==> src/include/lcdcd_defines.svh <==
`ifndef LCDCD_DEFINES_SVH
`define LCDCD_DEFINES_SVH
// Notes on behaviour
// - command 101110pp selects ram page 0..3 for later accesses
// - page change never alters the shown image; page steers host only
// - command with bit7 clear loads column counter; valid 0..4f
// - column steps by one per access except rmw reads, locks at 50; page unchanged
// - status read: busy b7, segment order b6, display off b5, init b4
// - segment order flag 1 normal mapping, 0 inverse mapping
// - display state flag reads 0 on, 1 off; inverse of written bit
// - init flag reads 1 during pin reset or reset instruction
// - data write stores byte at page/column then increments column
// - data read returns byte, increments column unless in rmw mode
// - command 1010000x sets segment order from bit 0
// - command 1010010x: bit0 1 static drive on, 0 normal
// - command 1010100x: bit0 0 selects 1/16 duty, 1 selects 1/32
// - command e0 enters rmw: writes increment, reads hold column
// - command ee leaves rmw and restores column saved at entry
// - command e2 sets start line 0 and page 3; ram untouched
// - display off with static drive on enters power save
// - display on or static drive off leaves power save
// - command 1010111x: bit0 1 display on, 0 display off
// - command 110lllll sets 5-bit display start line
// - cycle kind from select and strobe: data/status/command

`define LCDCD_COL_LAST     7'h4f
`define LCDCD_COL_LOCK     7'h50
`define LCDCD_PAGE_RST     2'h3
`define LCDCD_LINE_RST     5'h00
`define LCDCD_COL_RST      7'h00
`define LCDCD_DUTY_RST     1'b1
`define LCDCD_SEG_RST      1'b0
`define LCDCD_INIT_CYC     4'h4
`define LCDCD_ST_BUSY      7
`define LCDCD_ST_SEG       6
`define LCDCD_ST_OFF       5
`define LCDCD_ST_INIT      4
`define LCDCD_CMD_RMW      8'he0
`define LCDCD_CMD_END      8'hee
`define LCDCD_CMD_RESET    8'he2
`define LCDCD_PFX_PAGE     6'h2e
`define LCDCD_PFX_LINE     3'h6
`define LCDCD_PFX_SEG      7'h50
`define LCDCD_PFX_STAT     7'h52
`define LCDCD_PFX_DUTY     7'h54
`define LCDCD_PFX_DISP     7'h57
`endif

==> src/include/lcdcd_pkg.sv <==
package lcdcd_pkg;
    typedef enum logic [1:0] {
        LCDCD_CYC_DRD = 2'h3,
        LCDCD_CYC_DWR = 2'h2,
        LCDCD_CYC_STS = 2'h1,
        LCDCD_CYC_CMD = 2'h0
    } lcdcd_cyc_t;

    typedef struct packed {
        logic [2:0] rd_s;
        logic [2:0] wr_s;
        logic [7:0] rd_data;
        logic [1:0] page;
        logic [6:0] col;
        logic [6:0] col_save;
        logic [4:0] start_line;
        logic       disp_on;
        logic       static_on;
        logic       duty_32;
        logic       seg_normal;
        logic       rmw;
        logic [3:0] init_cnt;
        logic       busy;
    } lcdcd_state_t;
endpackage

==> src/verilog/lcdcd_decoder.sv <==
`timescale 1ns/1ps
`include "lcdcd_defines.svh"
module lcdcd_decoder (
    input  wire logic       clk_sys_i,
    input  wire logic       nrst_i,
    input  wire logic       command_data_select_i,
    input  wire logic       rd_n_i,
    input  wire logic       wr_n_i,
    input  wire logic [7:0] data_i,
    output logic      [7:0] data_o,
    output logic            data_oe_o,
    output logic      [4:0] start_line_o,
    output logic            disp_on_o,
    output logic            static_on_o,
    output logic            duty_32_o,
    output logic            seg_normal_o,
    output logic            power_save_o,
    output logic            busy_o
);
    // ------------------------------------------------------------
    // pin synchronisers
    // ------------------------------------------------------------
    // select and data are held stable around the strobe, so sampling
    // them at the synchronised strobe edge is safe
    lcdcd_pkg::lcdcd_state_t s_q;
    lcdcd_pkg::lcdcd_state_t s_d;
    logic [1:0] sel_s_q;
    logic [7:0] dat_a_q;
    logic [7:0] dat_b_q;
    logic       data_oe_q;
    logic [7:0] data_q;
    logic       psave_q;

    always_ff @(posedge clk_sys_i) begin
        sel_s_q <= {sel_s_q[0], command_data_select_i};
        dat_a_q <= data_i;
        dat_b_q <= dat_a_q;
    end

    // ------------------------------------------------------------
    // cycle classification
    // ------------------------------------------------------------
    logic rd_fall;
    logic wr_rise;
    logic rd_act;
    lcdcd_pkg::lcdcd_cyc_t cyc;
    assign rd_fall = s_q.rd_s[2] & ~s_q.rd_s[1];
    assign wr_rise = ~s_q.wr_s[2] & s_q.wr_s[1];
    assign rd_act  = ~s_q.rd_s[1];
    assign cyc = lcdcd_pkg::lcdcd_cyc_t'({sel_s_q[1], rd_act});

    // ------------------------------------------------------------
    // display ram
    // ------------------------------------------------------------
    logic       ram_we;
    logic [8:0] ram_addr;
    logic [7:0] ram_q;
    // address = page*80 + column; page only steers host accesses
    assign ram_addr = 9'(({7'h00, s_q.page} * 9'h050) +
                         {2'h0, s_q.col});
    assign ram_we   = wr_rise && sel_s_q[1] &&
                      (s_q.col <= `LCDCD_COL_LAST);

    lcdcd_ram u_ram (
        .clk_sys_i (clk_sys_i),
        .we_i      (ram_we),
        .waddr_i   (ram_addr),
        .wdata_i   (dat_b_q),
        .raddr_i   (ram_addr),
        .rdata_o   (ram_q)
    );

    // ------------------------------------------------------------
    // next state
    // ------------------------------------------------------------
    function automatic logic [6:0] col_step(input logic [6:0] c);
        col_step = (c >= `LCDCD_COL_LOCK) ? c : 7'(c + 7'h01);
    endfunction

    logic [7:0] cmd;
    assign cmd = dat_b_q;

    always_comb begin
        s_d = s_q;
        s_d.rd_s = {s_q.rd_s[1:0], rd_n_i};
        s_d.wr_s = {s_q.wr_s[1:0], wr_n_i};
        s_d.busy = 1'b0;
        if (s_q.init_cnt != 4'h0) begin
            s_d.init_cnt = 4'(s_q.init_cnt - 4'h1);
            s_d.busy = 1'b1;
        end
        if (rd_fall && cyc == lcdcd_pkg::LCDCD_CYC_DRD) begin
            // bus holder: read returns latched byte, then refetch
            s_d.rd_data = ram_q;
            if (!s_q.rmw) begin
                s_d.col = col_step(s_q.col);
            end
        end
        if (wr_rise && sel_s_q[1]) begin
            s_d.col = col_step(s_q.col);
        end
        if (wr_rise && !sel_s_q[1]) begin
            s_d.busy = 1'b1;
            if (!cmd[7]) begin
                s_d.col = cmd[6:0];
            end else if (cmd[7:2] == `LCDCD_PFX_PAGE) begin
                s_d.page = cmd[1:0];
            end else if (cmd[7:5] == `LCDCD_PFX_LINE) begin
                s_d.start_line = cmd[4:0];
            end else if (cmd[7:1] == `LCDCD_PFX_SEG) begin
                s_d.seg_normal = cmd[0];
            end else if (cmd[7:1] == `LCDCD_PFX_STAT) begin
                s_d.static_on = cmd[0];
            end else if (cmd[7:1] == `LCDCD_PFX_DUTY) begin
                s_d.duty_32 = cmd[0];
            end else if (cmd[7:1] == `LCDCD_PFX_DISP) begin
                s_d.disp_on = cmd[0];
            end else if (cmd == `LCDCD_CMD_RMW) begin
                s_d.rmw = 1'b1;
                s_d.col_save = s_q.col;
            end else if (cmd == `LCDCD_CMD_END) begin
                s_d.rmw = 1'b0;
                s_d.col = s_q.col_save;
            end else if (cmd == `LCDCD_CMD_RESET) begin
                s_d.start_line = `LCDCD_LINE_RST;
                s_d.page = `LCDCD_PAGE_RST;
                s_d.init_cnt = `LCDCD_INIT_CYC;
            end
            // anything else leaves state alone apart from busy
        end
    end

    // ------------------------------------------------------------
    // state register
    // ------------------------------------------------------------
    always_ff @(posedge clk_sys_i) begin
        if (!nrst_i) begin
            s_q <= '0;
            s_q.rd_s <= 3'h7;
            s_q.wr_s <= 3'h7;
            s_q.page <= `LCDCD_PAGE_RST;
            s_q.col <= `LCDCD_COL_RST;
            s_q.start_line <= `LCDCD_LINE_RST;
            s_q.duty_32 <= `LCDCD_DUTY_RST;
            s_q.seg_normal <= `LCDCD_SEG_RST;
            s_q.init_cnt <= `LCDCD_INIT_CYC;
            s_q.busy <= 1'b1;
        end else begin
            s_q <= s_d;
        end
    end

    // ------------------------------------------------------------
    // status and outputs
    // ------------------------------------------------------------
    logic [7:0] status;
    always_comb begin
        status = 8'h00;
        status[`LCDCD_ST_BUSY] = s_q.busy;
        status[`LCDCD_ST_SEG]  = s_q.seg_normal;
        status[`LCDCD_ST_OFF]  = ~s_q.disp_on;
        status[`LCDCD_ST_INIT] = (s_q.init_cnt != 4'h0);
    end

    always_ff @(posedge clk_sys_i) begin
        if (!nrst_i) begin
            data_q    <= 8'h00;
            data_oe_q <= 1'b0;
            psave_q   <= 1'b0;
        end else begin
            data_oe_q <= rd_act;
            if (rd_fall) begin
                data_q <= sel_s_q[1] ? s_q.rd_data : status;
            end
            psave_q <= ~s_d.disp_on & s_d.static_on;
        end
    end

    assign data_o       = data_q;
    assign data_oe_o    = data_oe_q;
    assign start_line_o = s_q.start_line;
    assign disp_on_o    = s_q.disp_on;
    assign static_on_o  = s_q.static_on;
    assign duty_32_o    = s_q.duty_32;
    assign seg_normal_o = s_q.seg_normal;
    assign power_save_o = psave_q;
    assign busy_o       = s_q.busy;

    // ------------------------------------------------------------
    // checks
    // ------------------------------------------------------------
    property p_col_lock;
        @(posedge clk_sys_i) disable iff (!nrst_i)
        (s_q.col == `LCDCD_COL_LOCK && wr_rise && sel_s_q[1])
            |=> s_q.col == `LCDCD_COL_LOCK;
    endproperty
    a_col_lock: assert property (p_col_lock)
        else $error("column moved past lock");

    property p_wr_inc;
        @(posedge clk_sys_i) disable iff (!nrst_i)
        (wr_rise && sel_s_q[1] && s_q.col < `LCDCD_COL_LOCK)
            |=> s_q.col == $past(s_q.col) + 7'h01 &&
                s_q.page == $past(s_q.page);
    endproperty
    a_wr_inc: assert property (p_wr_inc)
        else $error("data write did not step column");

    property p_rmw_rd;
        @(posedge clk_sys_i) disable iff (!nrst_i)
        (rd_fall && sel_s_q[1] && s_q.rmw) |=> $stable(s_q.col);
    endproperty
    a_rmw_rd: assert property (p_rmw_rd)
        else $error("rmw read moved column");

    property p_end_restore;
        @(posedge clk_sys_i) disable iff (!nrst_i)
        (wr_rise && !sel_s_q[1] && cmd == `LCDCD_CMD_END)
            |=> !s_q.rmw && s_q.col == $past(s_q.col_save);
    endproperty
    a_end_restore: assert property (p_end_restore)
        else $error("end did not restore column");

    property p_reset_cmd;
        @(posedge clk_sys_i) disable iff (!nrst_i)
        (wr_rise && !sel_s_q[1] && cmd == `LCDCD_CMD_RESET)
            |=> s_q.page == `LCDCD_PAGE_RST &&
                s_q.start_line == `LCDCD_LINE_RST ##1 status[4];
    endproperty
    a_reset_cmd: assert property (p_reset_cmd)
        else $error("reset command result wrong");

    property p_psave;
        @(posedge clk_sys_i) disable iff (!nrst_i)
        power_save_o == (~s_q.disp_on & s_q.static_on);
    endproperty
    a_psave: assert property (p_psave)
        else $error("power save state wrong");

    property p_off_flag;
        @(posedge clk_sys_i) disable iff (!nrst_i)
        (rd_fall && !sel_s_q[1]) |=> data_o[5] == ~disp_on_o &&
            data_o[3:0] == 4'h0 && data_o[6] == seg_normal_o;
    endproperty
    a_off_flag: assert property (p_off_flag)
        else $error("status byte wrong");

    property p_page_set;
        @(posedge clk_sys_i) disable iff (!nrst_i)
        (wr_rise && !sel_s_q[1] && cmd[7:2] == `LCDCD_PFX_PAGE)
            |=> s_q.page == $past(cmd[1:0]) && $stable(s_q.start_line);
    endproperty
    a_page_set: assert property (p_page_set)
        else $error("page set failed");

    property p_col_set;
        @(posedge clk_sys_i) disable iff (!nrst_i)
        (wr_rise && !sel_s_q[1] && !cmd[7])
            |=> {1'b0, s_q.col} == $past(cmd) && $stable(s_q.page);
    endproperty
    a_col_set: assert property (p_col_set)
        else $error("column set failed");

    property p_rd_inc;
        @(posedge clk_sys_i) disable iff (!nrst_i)
        (rd_fall && sel_s_q[1] && !s_q.rmw && s_q.col < `LCDCD_COL_LOCK)
            |=> s_q.col == $past(s_q.col) + 7'h01 && $stable(s_q.page);
    endproperty
    a_rd_inc: assert property (p_rd_inc)
        else $error("data read did not step column");

    property p_status_busy;
        @(posedge clk_sys_i) disable iff (!nrst_i)
        (rd_fall && !sel_s_q[1]) |=> data_o[7] == $past(busy_o) &&
            data_o[4] == ($past(s_q.init_cnt) != 4'h0);
    endproperty
    a_status_busy: assert property (p_status_busy)
        else $error("status busy or init bit wrong");

    property p_disp_set;
        @(posedge clk_sys_i) disable iff (!nrst_i)
        (wr_rise && !sel_s_q[1] && cmd[7:1] == `LCDCD_PFX_DISP)
            |=> disp_on_o == $past(cmd[0]) && $stable(s_q.static_on);
    endproperty
    a_disp_set: assert property (p_disp_set)
        else $error("display on/off failed");

    property p_unmatched;
        @(posedge clk_sys_i) disable iff (!nrst_i)
        (wr_rise && !sel_s_q[1] && cmd[7] &&
         cmd[7:2] != `LCDCD_PFX_PAGE && cmd[7:5] != `LCDCD_PFX_LINE &&
         cmd[7:1] != `LCDCD_PFX_SEG && cmd[7:1] != `LCDCD_PFX_STAT &&
         cmd[7:1] != `LCDCD_PFX_DUTY && cmd[7:1] != `LCDCD_PFX_DISP &&
         cmd != `LCDCD_CMD_RMW && cmd != `LCDCD_CMD_END &&
         cmd != `LCDCD_CMD_RESET)
            |=> $stable(s_q.col) && $stable(s_q.page) && $stable(s_q.rmw) &&
                $stable(s_q.start_line) && $stable(s_q.disp_on) &&
                $stable(s_q.static_on) && $stable(s_q.duty_32) &&
                $stable(s_q.seg_normal);
    endproperty
    a_unmatched: assert property (p_unmatched)
        else $error("unmatched command changed state");

    c_rmw: cover property (@(posedge clk_sys_i) s_q.rmw ##[1:50] !s_q.rmw);
    c_rmw_rd: cover property (@(posedge clk_sys_i)
        rd_fall && sel_s_q[1] && s_q.rmw);
    c_lock: cover property (@(posedge clk_sys_i)
        s_q.col == `LCDCD_COL_LOCK);
    c_psave: cover property (@(posedge clk_sys_i) power_save_o);
endmodule // lcdcd_decoder

==> src/verilog/lcdcd_ram.sv <==
`timescale 1ns/1ps
module lcdcd_ram (
    input  wire logic       clk_sys_i,
    input  wire logic       we_i,
    input  wire logic [8:0] waddr_i,
    input  wire logic [7:0] wdata_i,
    input  wire logic [8:0] raddr_i,
    output logic      [7:0] rdata_o
);
    // 4 pages x 80 columns; indices past 319 never written
    logic [7:0] mem [0:511];

    always_ff @(posedge clk_sys_i) begin
        if (we_i) begin
            mem[waddr_i] <= wdata_i;
        end
        rdata_o <= mem[raddr_i];
    end
endmodule // lcdcd_ram

==> config.mk <==
export PLATFORM = sky130hd
export DESIGN_NAME = lcdcd_decoder
export DESIGN_NICKNAME = d
export VERILOG_FILES = /design/src/include/lcdcd_pkg.sv /design/src/verilog/lcdcd_decoder.sv /design/src/verilog/lcdcd_ram.sv
export VERILOG_INCLUDE_DIRS = /design/src /design/src/include
export SDC_FILE = /design/constraint.sdc
export NUM_CORES = 2
export LEC_CHECK = 0
export ABC_AREA = 1
export BUFFER_PORTS_ARGS = -buffer_cell sky130_fd_sc_hd__buf_4
export CORE_UTILIZATION = 35
export DETAILED_ROUTE_END_ITERATION = 12
export HOLD_SLACK_MARGIN = 0.08
export PLACE_DENSITY_LB_ADDON = 0.25
export RECOVER_POWER = 100
export SYNTH_ARGS = -nofsm -noshare
export SYNTH_HDL_FRONTEND = slang
export SYNTH_HIERARCHICAL = 1
export SYNTH_SLANG_ARGS = --single-unit
export TNS_END_PERCENT = 50
==> constraint.sdc <==
create_clock -name clk_sys_i -period 24.1 [get_ports clk_sys_i]
set_clock_uncertainty 0.2 [all_clocks]
set_input_delay 2.41 -clock clk_sys_i [delete_from_list [all_inputs] [get_ports clk_sys_i]]
set_output_delay 2.41 -clock clk_sys_i [all_outputs]
set_load 0.02 [all_outputs]
==> impl_metrics.prom <==
# TYPE chip_impl_metric gauge
chip_impl_info{name="outcome",value="finished, violations left"} 1
chip_impl_info{name="violated_checks",value="max-capacitance violations, max-slew violations"} 1
chip_impl_metric{name="holdBufCountCts",unit=""} 0
chip_impl_metric{name="clock_path_buffers",unit=""} 4
chip_impl_metric{name="post-layout-total-power",unit="mW"} 15.3
chip_impl_metric{name="drt-met1-wl",unit="um"} 225000
chip_impl_metric{name="power.ir.vdd_worst",unit="uV"} 59.5
chip_impl_info{name="worstHoldPathType",value="reg -> reg"} 1
chip_impl_metric{name="detailedPlace.worstSlack",unit="ps"} 17430
chip_impl_metric{name="drtAntennaViolNets",unit=""} 0
chip_impl_metric{name="netlist_area",unit="mm^2"} 0.170
chip_impl_metric{name="global_route_wire_length_before_repair",unit="um"} 741000
chip_impl_metric{name="post-route-period-util",unit=""} 0.590
chip_impl_metric{name="syn_inst",unit=""} 14300
chip_impl_metric{name="met3_wirelength",unit="um"} 38500
chip_impl_metric{name="post_route_cells_drive_above_1_share",unit=""} 0.0510
chip_impl_info{name="mostFrequentLayoutCells",value="nand2_1, nand3_1, edfxtp_1"} 1
chip_impl_metric{name="placeableCoreArea",unit="mm^2"} 0.483
chip_impl_metric{name="die_area",unit="mm^2"} 0.488
chip_impl_metric{name="postSynthRegisterBits",unit=""} 4177
chip_impl_metric{name="initial_antenna_violation_count",unit=""} 26
chip_impl_metric{name="num_vias",unit=""} 110000
chip_impl_metric{name="placedInstanceArea",unit="mm^2"} 0.175
chip_impl_info{name="setup.worst_path.end_class",value="flop"} 1
chip_impl_metric{name="syn_nets",unit=""} 14300
chip_impl_info{name="layout.cells.most_common",value="nand2_1"} 1
chip_impl_metric{name="die_w",unit="um"} 699
chip_impl_metric{name="avgRoutedWirePerCell",unit="um"} 24.5
chip_impl_metric{name="hold_viol",unit=""} 0
chip_impl_metric{name="power_density",unit="mW/mm^2"} 81.3
chip_impl_metric{name="drc",unit=""} 0
chip_impl_metric{name="numCtsBuffers",unit=""} 432
chip_impl_metric{name="clkTransAtPathRegs",unit="ps"} 60
chip_impl_metric{name="top_level_ports",unit=""} 33
chip_impl_metric{name="fillCellCount",unit=""} 45900
chip_impl_metric{name="final_cell_area",unit="mm^2"} 0.188
chip_impl_info{name="rsz0062_at_grt",value="false"} 1
chip_impl_metric{name="grt_util_all_layers",unit=""} 0.202
chip_impl_metric{name="gp_routability_congestion",unit=""} 0.803
chip_impl_metric{name="final.hold.worst_slack",unit="ps"} 124
chip_impl_metric{name="area_growth_syn_to_layout",unit="%"} 10.4
chip_impl_metric{name="synth_warnings",unit=""} 6
chip_impl_metric{name="synth-seq-area-share",unit=""} 0.734
chip_impl_metric{name="detail_route.vias_per_cell",unit=""} 5.31
chip_impl_metric{name="fp-row-count",unit=""} 255
chip_impl_metric{name="worst-endpoint-required",unit="ps"} 23740
chip_impl_metric{name="final.setup.worst_slack",unit="ps"} 9880
chip_impl_metric{name="post_cts_setup_repair_buffer_count",unit=""} 0
chip_impl_metric{name="post_synth_num_cell_types",unit=""} 38
chip_impl_info{name="startpoint_type",value="flop"} 1
chip_impl_info{name="tritoncts_clock_tree",value="yes"} 1
chip_impl_metric{name="vias_in_the_first_global_route",unit=""} 104000
chip_impl_metric{name="slew-limit-headroom",unit=""} -4.42
chip_impl_metric{name="synth_area_per_cell",unit="um^2"} 11.9
chip_impl_metric{name="place.port_buffers",unit=""} 32
chip_impl_metric{name="clock-sinks",unit=""} 4177
chip_impl_info{name="maxUsedRoutingLayer",value="met5"} 1
chip_impl_info{name="cts.root.buffer_cell",value="clkbuf_16"} 1
chip_impl_metric{name="height_of_the_die",unit="um"} 699
chip_impl_metric{name="max-cap-violations",unit=""} 93
chip_impl_metric{name="max_clock_freq",unit="GHz"} 0.0703
chip_impl_metric{name="total_leakage_power",unit="nW"} 62.9
chip_impl_metric{name="post_route_setup_tns",unit="ps"} 0
chip_impl_metric{name="grt_max_degree",unit=""} 205
chip_impl_metric{name="met2_wire_length",unit="um"} 231000
chip_impl_metric{name="signal_arrival_time_at_the_worst_endpoint",unit="ps"} 13860
chip_impl_metric{name="globalRouteOverflowTotal",unit=""} 0
chip_impl_metric{name="setup_viol",unit=""} 0
chip_impl_metric{name="drt-total-wl",unit="um"} 509000
chip_impl_metric{name="layout_min_cycle_time",unit="ps"} 14220
chip_impl_metric{name="slew_at_the_pin_with_the_worst_max_slew_slack",unit="ps"} 8120
chip_impl_metric{name="final-instance-count-excl-fill",unit=""} 20800
chip_impl_info{name="worst-setup-path-type",value="reg -> reg"} 1
chip_impl_metric{name="place.detailed.hpwl",unit="um"} 278000
chip_impl_metric{name="path_max_fanout",unit=""} 120
chip_impl_metric{name="final_net_count",unit=""} 14000
chip_impl_metric{name="cts_resized",unit=""} 0
chip_impl_metric{name="cts_htree_levels",unit=""} 5
chip_impl_metric{name="postLayoutCoreUtil",unit=""} 0.388
chip_impl_metric{name="initial_utilization",unit=""} 0.352
chip_impl_metric{name="place_inst",unit=""} 20000
chip_impl_metric{name="insertion_delay",unit="ps"} 980
chip_impl_metric{name="initial_drt_pass_iterations",unit=""} 6
chip_impl_metric{name="drt_first_iter_violations",unit=""} 12300
chip_impl_metric{name="finalMaxSlewViolations",unit=""} 4731
power breakdown:
part           switching (mW)  internal, mW  total, mW
Combinational           0.599         0.166      0.765
Sequential             0.0344          8.00       8.04
Clock                    2.81          3.64       6.45
path summary, 6_finish.rpt:
path                                    startpoint                           to  slack, ps  cells after the start
worst max-delay path                cmd[1]$_DFF_P_  u_ram/mem[299][1]$_DFFE_PP_       9880                      4
worst min-delay path            dat_a_q[1]$_DFF_P_               cmd[1]$_DFF_P_        120                      0
worst max register to register      cmd[1]$_DFF_P_  u_ram/mem[299][1]$_DFFE_PP_       9880                      4
worst min register to register  dat_a_q[1]$_DFF_P_               cmd[1]$_DFF_P_        120                      0
registers in the layout (all words and copies together) (netlist names), 2 cells and up:
signal,flops
dat_a_q,8
cmd,8
s_d,4
data_o,8
sel_s_q,2
u_ram/mem,4096
s_q,31
u_ram/rdata_o,8
start_line_o,5
cell usage after synthesis:
cell type,instances,area (um^2)
dfxtp_1,81,1620
nor2_1,563,2110
buf_1,83,312
o311ai_0,1,8.76
nand4_1,13,81.3
inv_4,2,12.5
nand2_2,1,6.26
buf_12,1,20.0
nand3b_1,1,7.51
o21ai_0,33,165
nor3_2,1,10.0
buf_2,517,2590
nor3_4,2,32.5
o22ai_1,1,6.26
buf_8,4,60.1
or2_2,4,25.0
inv_1,88,330
fa_1,1,20.0
a21oi_1,33,165
ha_1,6,75.1
nor3_1,16,80.1
o2bb2ai_1,1,8.76
nand3_2,1,10.0
buf_4,128,961
nor4_1,1,6.26
and3_1,1,6.26
nand2_1,4240,15900
xor2_1,3,26.3
clkinv_1,4,15.0
edfxtp_1,4096,123000
inv_2,3,11.3
buf_6,73,822
nand3_1,4107,20600
and2_1,1,6.26
a211oi_1,2,15.0
xnor2_1,1,8.76
nor4_4,1,21.3
clkbuf_1,192,721
logic make-up after synthesis:
group                      after synthesis  share of synthesized area
and+or+nand+nor                       8953                      0.229
DFF                                   4177                      0.734
buffers and inverters                 1095                     0.0345
AOI/OAI and AO/OA                       71                    0.00217
adders and majority gates                7                   0.000560
xor gates and xnor gates                 4                   0.000206
per-layer routing:
metal / vias up / GRT usage
met1: 55100 / 0.294
met5: - / 0
met3: 755 / 0.0323
met4: 10 / 0.0598
li1: 50200 / -
met2: 4116 / 0.312
layout make-up:
type | instances | area, um^2 | area share
Antenna cell | 9 | 22.5 | 0.000120
Clock buffer | 563 | 11600 | 0.0616
Clock inverter | 220 | 1850 | 0.00988
Inverter | 97 | 423 | 0.00226
Multi-Input combinational cell | 9035 | 39400 | 0.210
Sequential cell | 4177 | 125000 | 0.665
Tap cell | 6425 | 8040 | 0.0429
Timing Repair Buffer | 225 | 1550 | 0.00825
critical path, stage by stage, from the launching register on:
cell	delay, ps
dfxtp_1	1580
clkbuf_1	1270
clkbuf_1	2280
clkbuf_1	2880
clkbuf_1	4450
(Power assumes the default switching activity.)
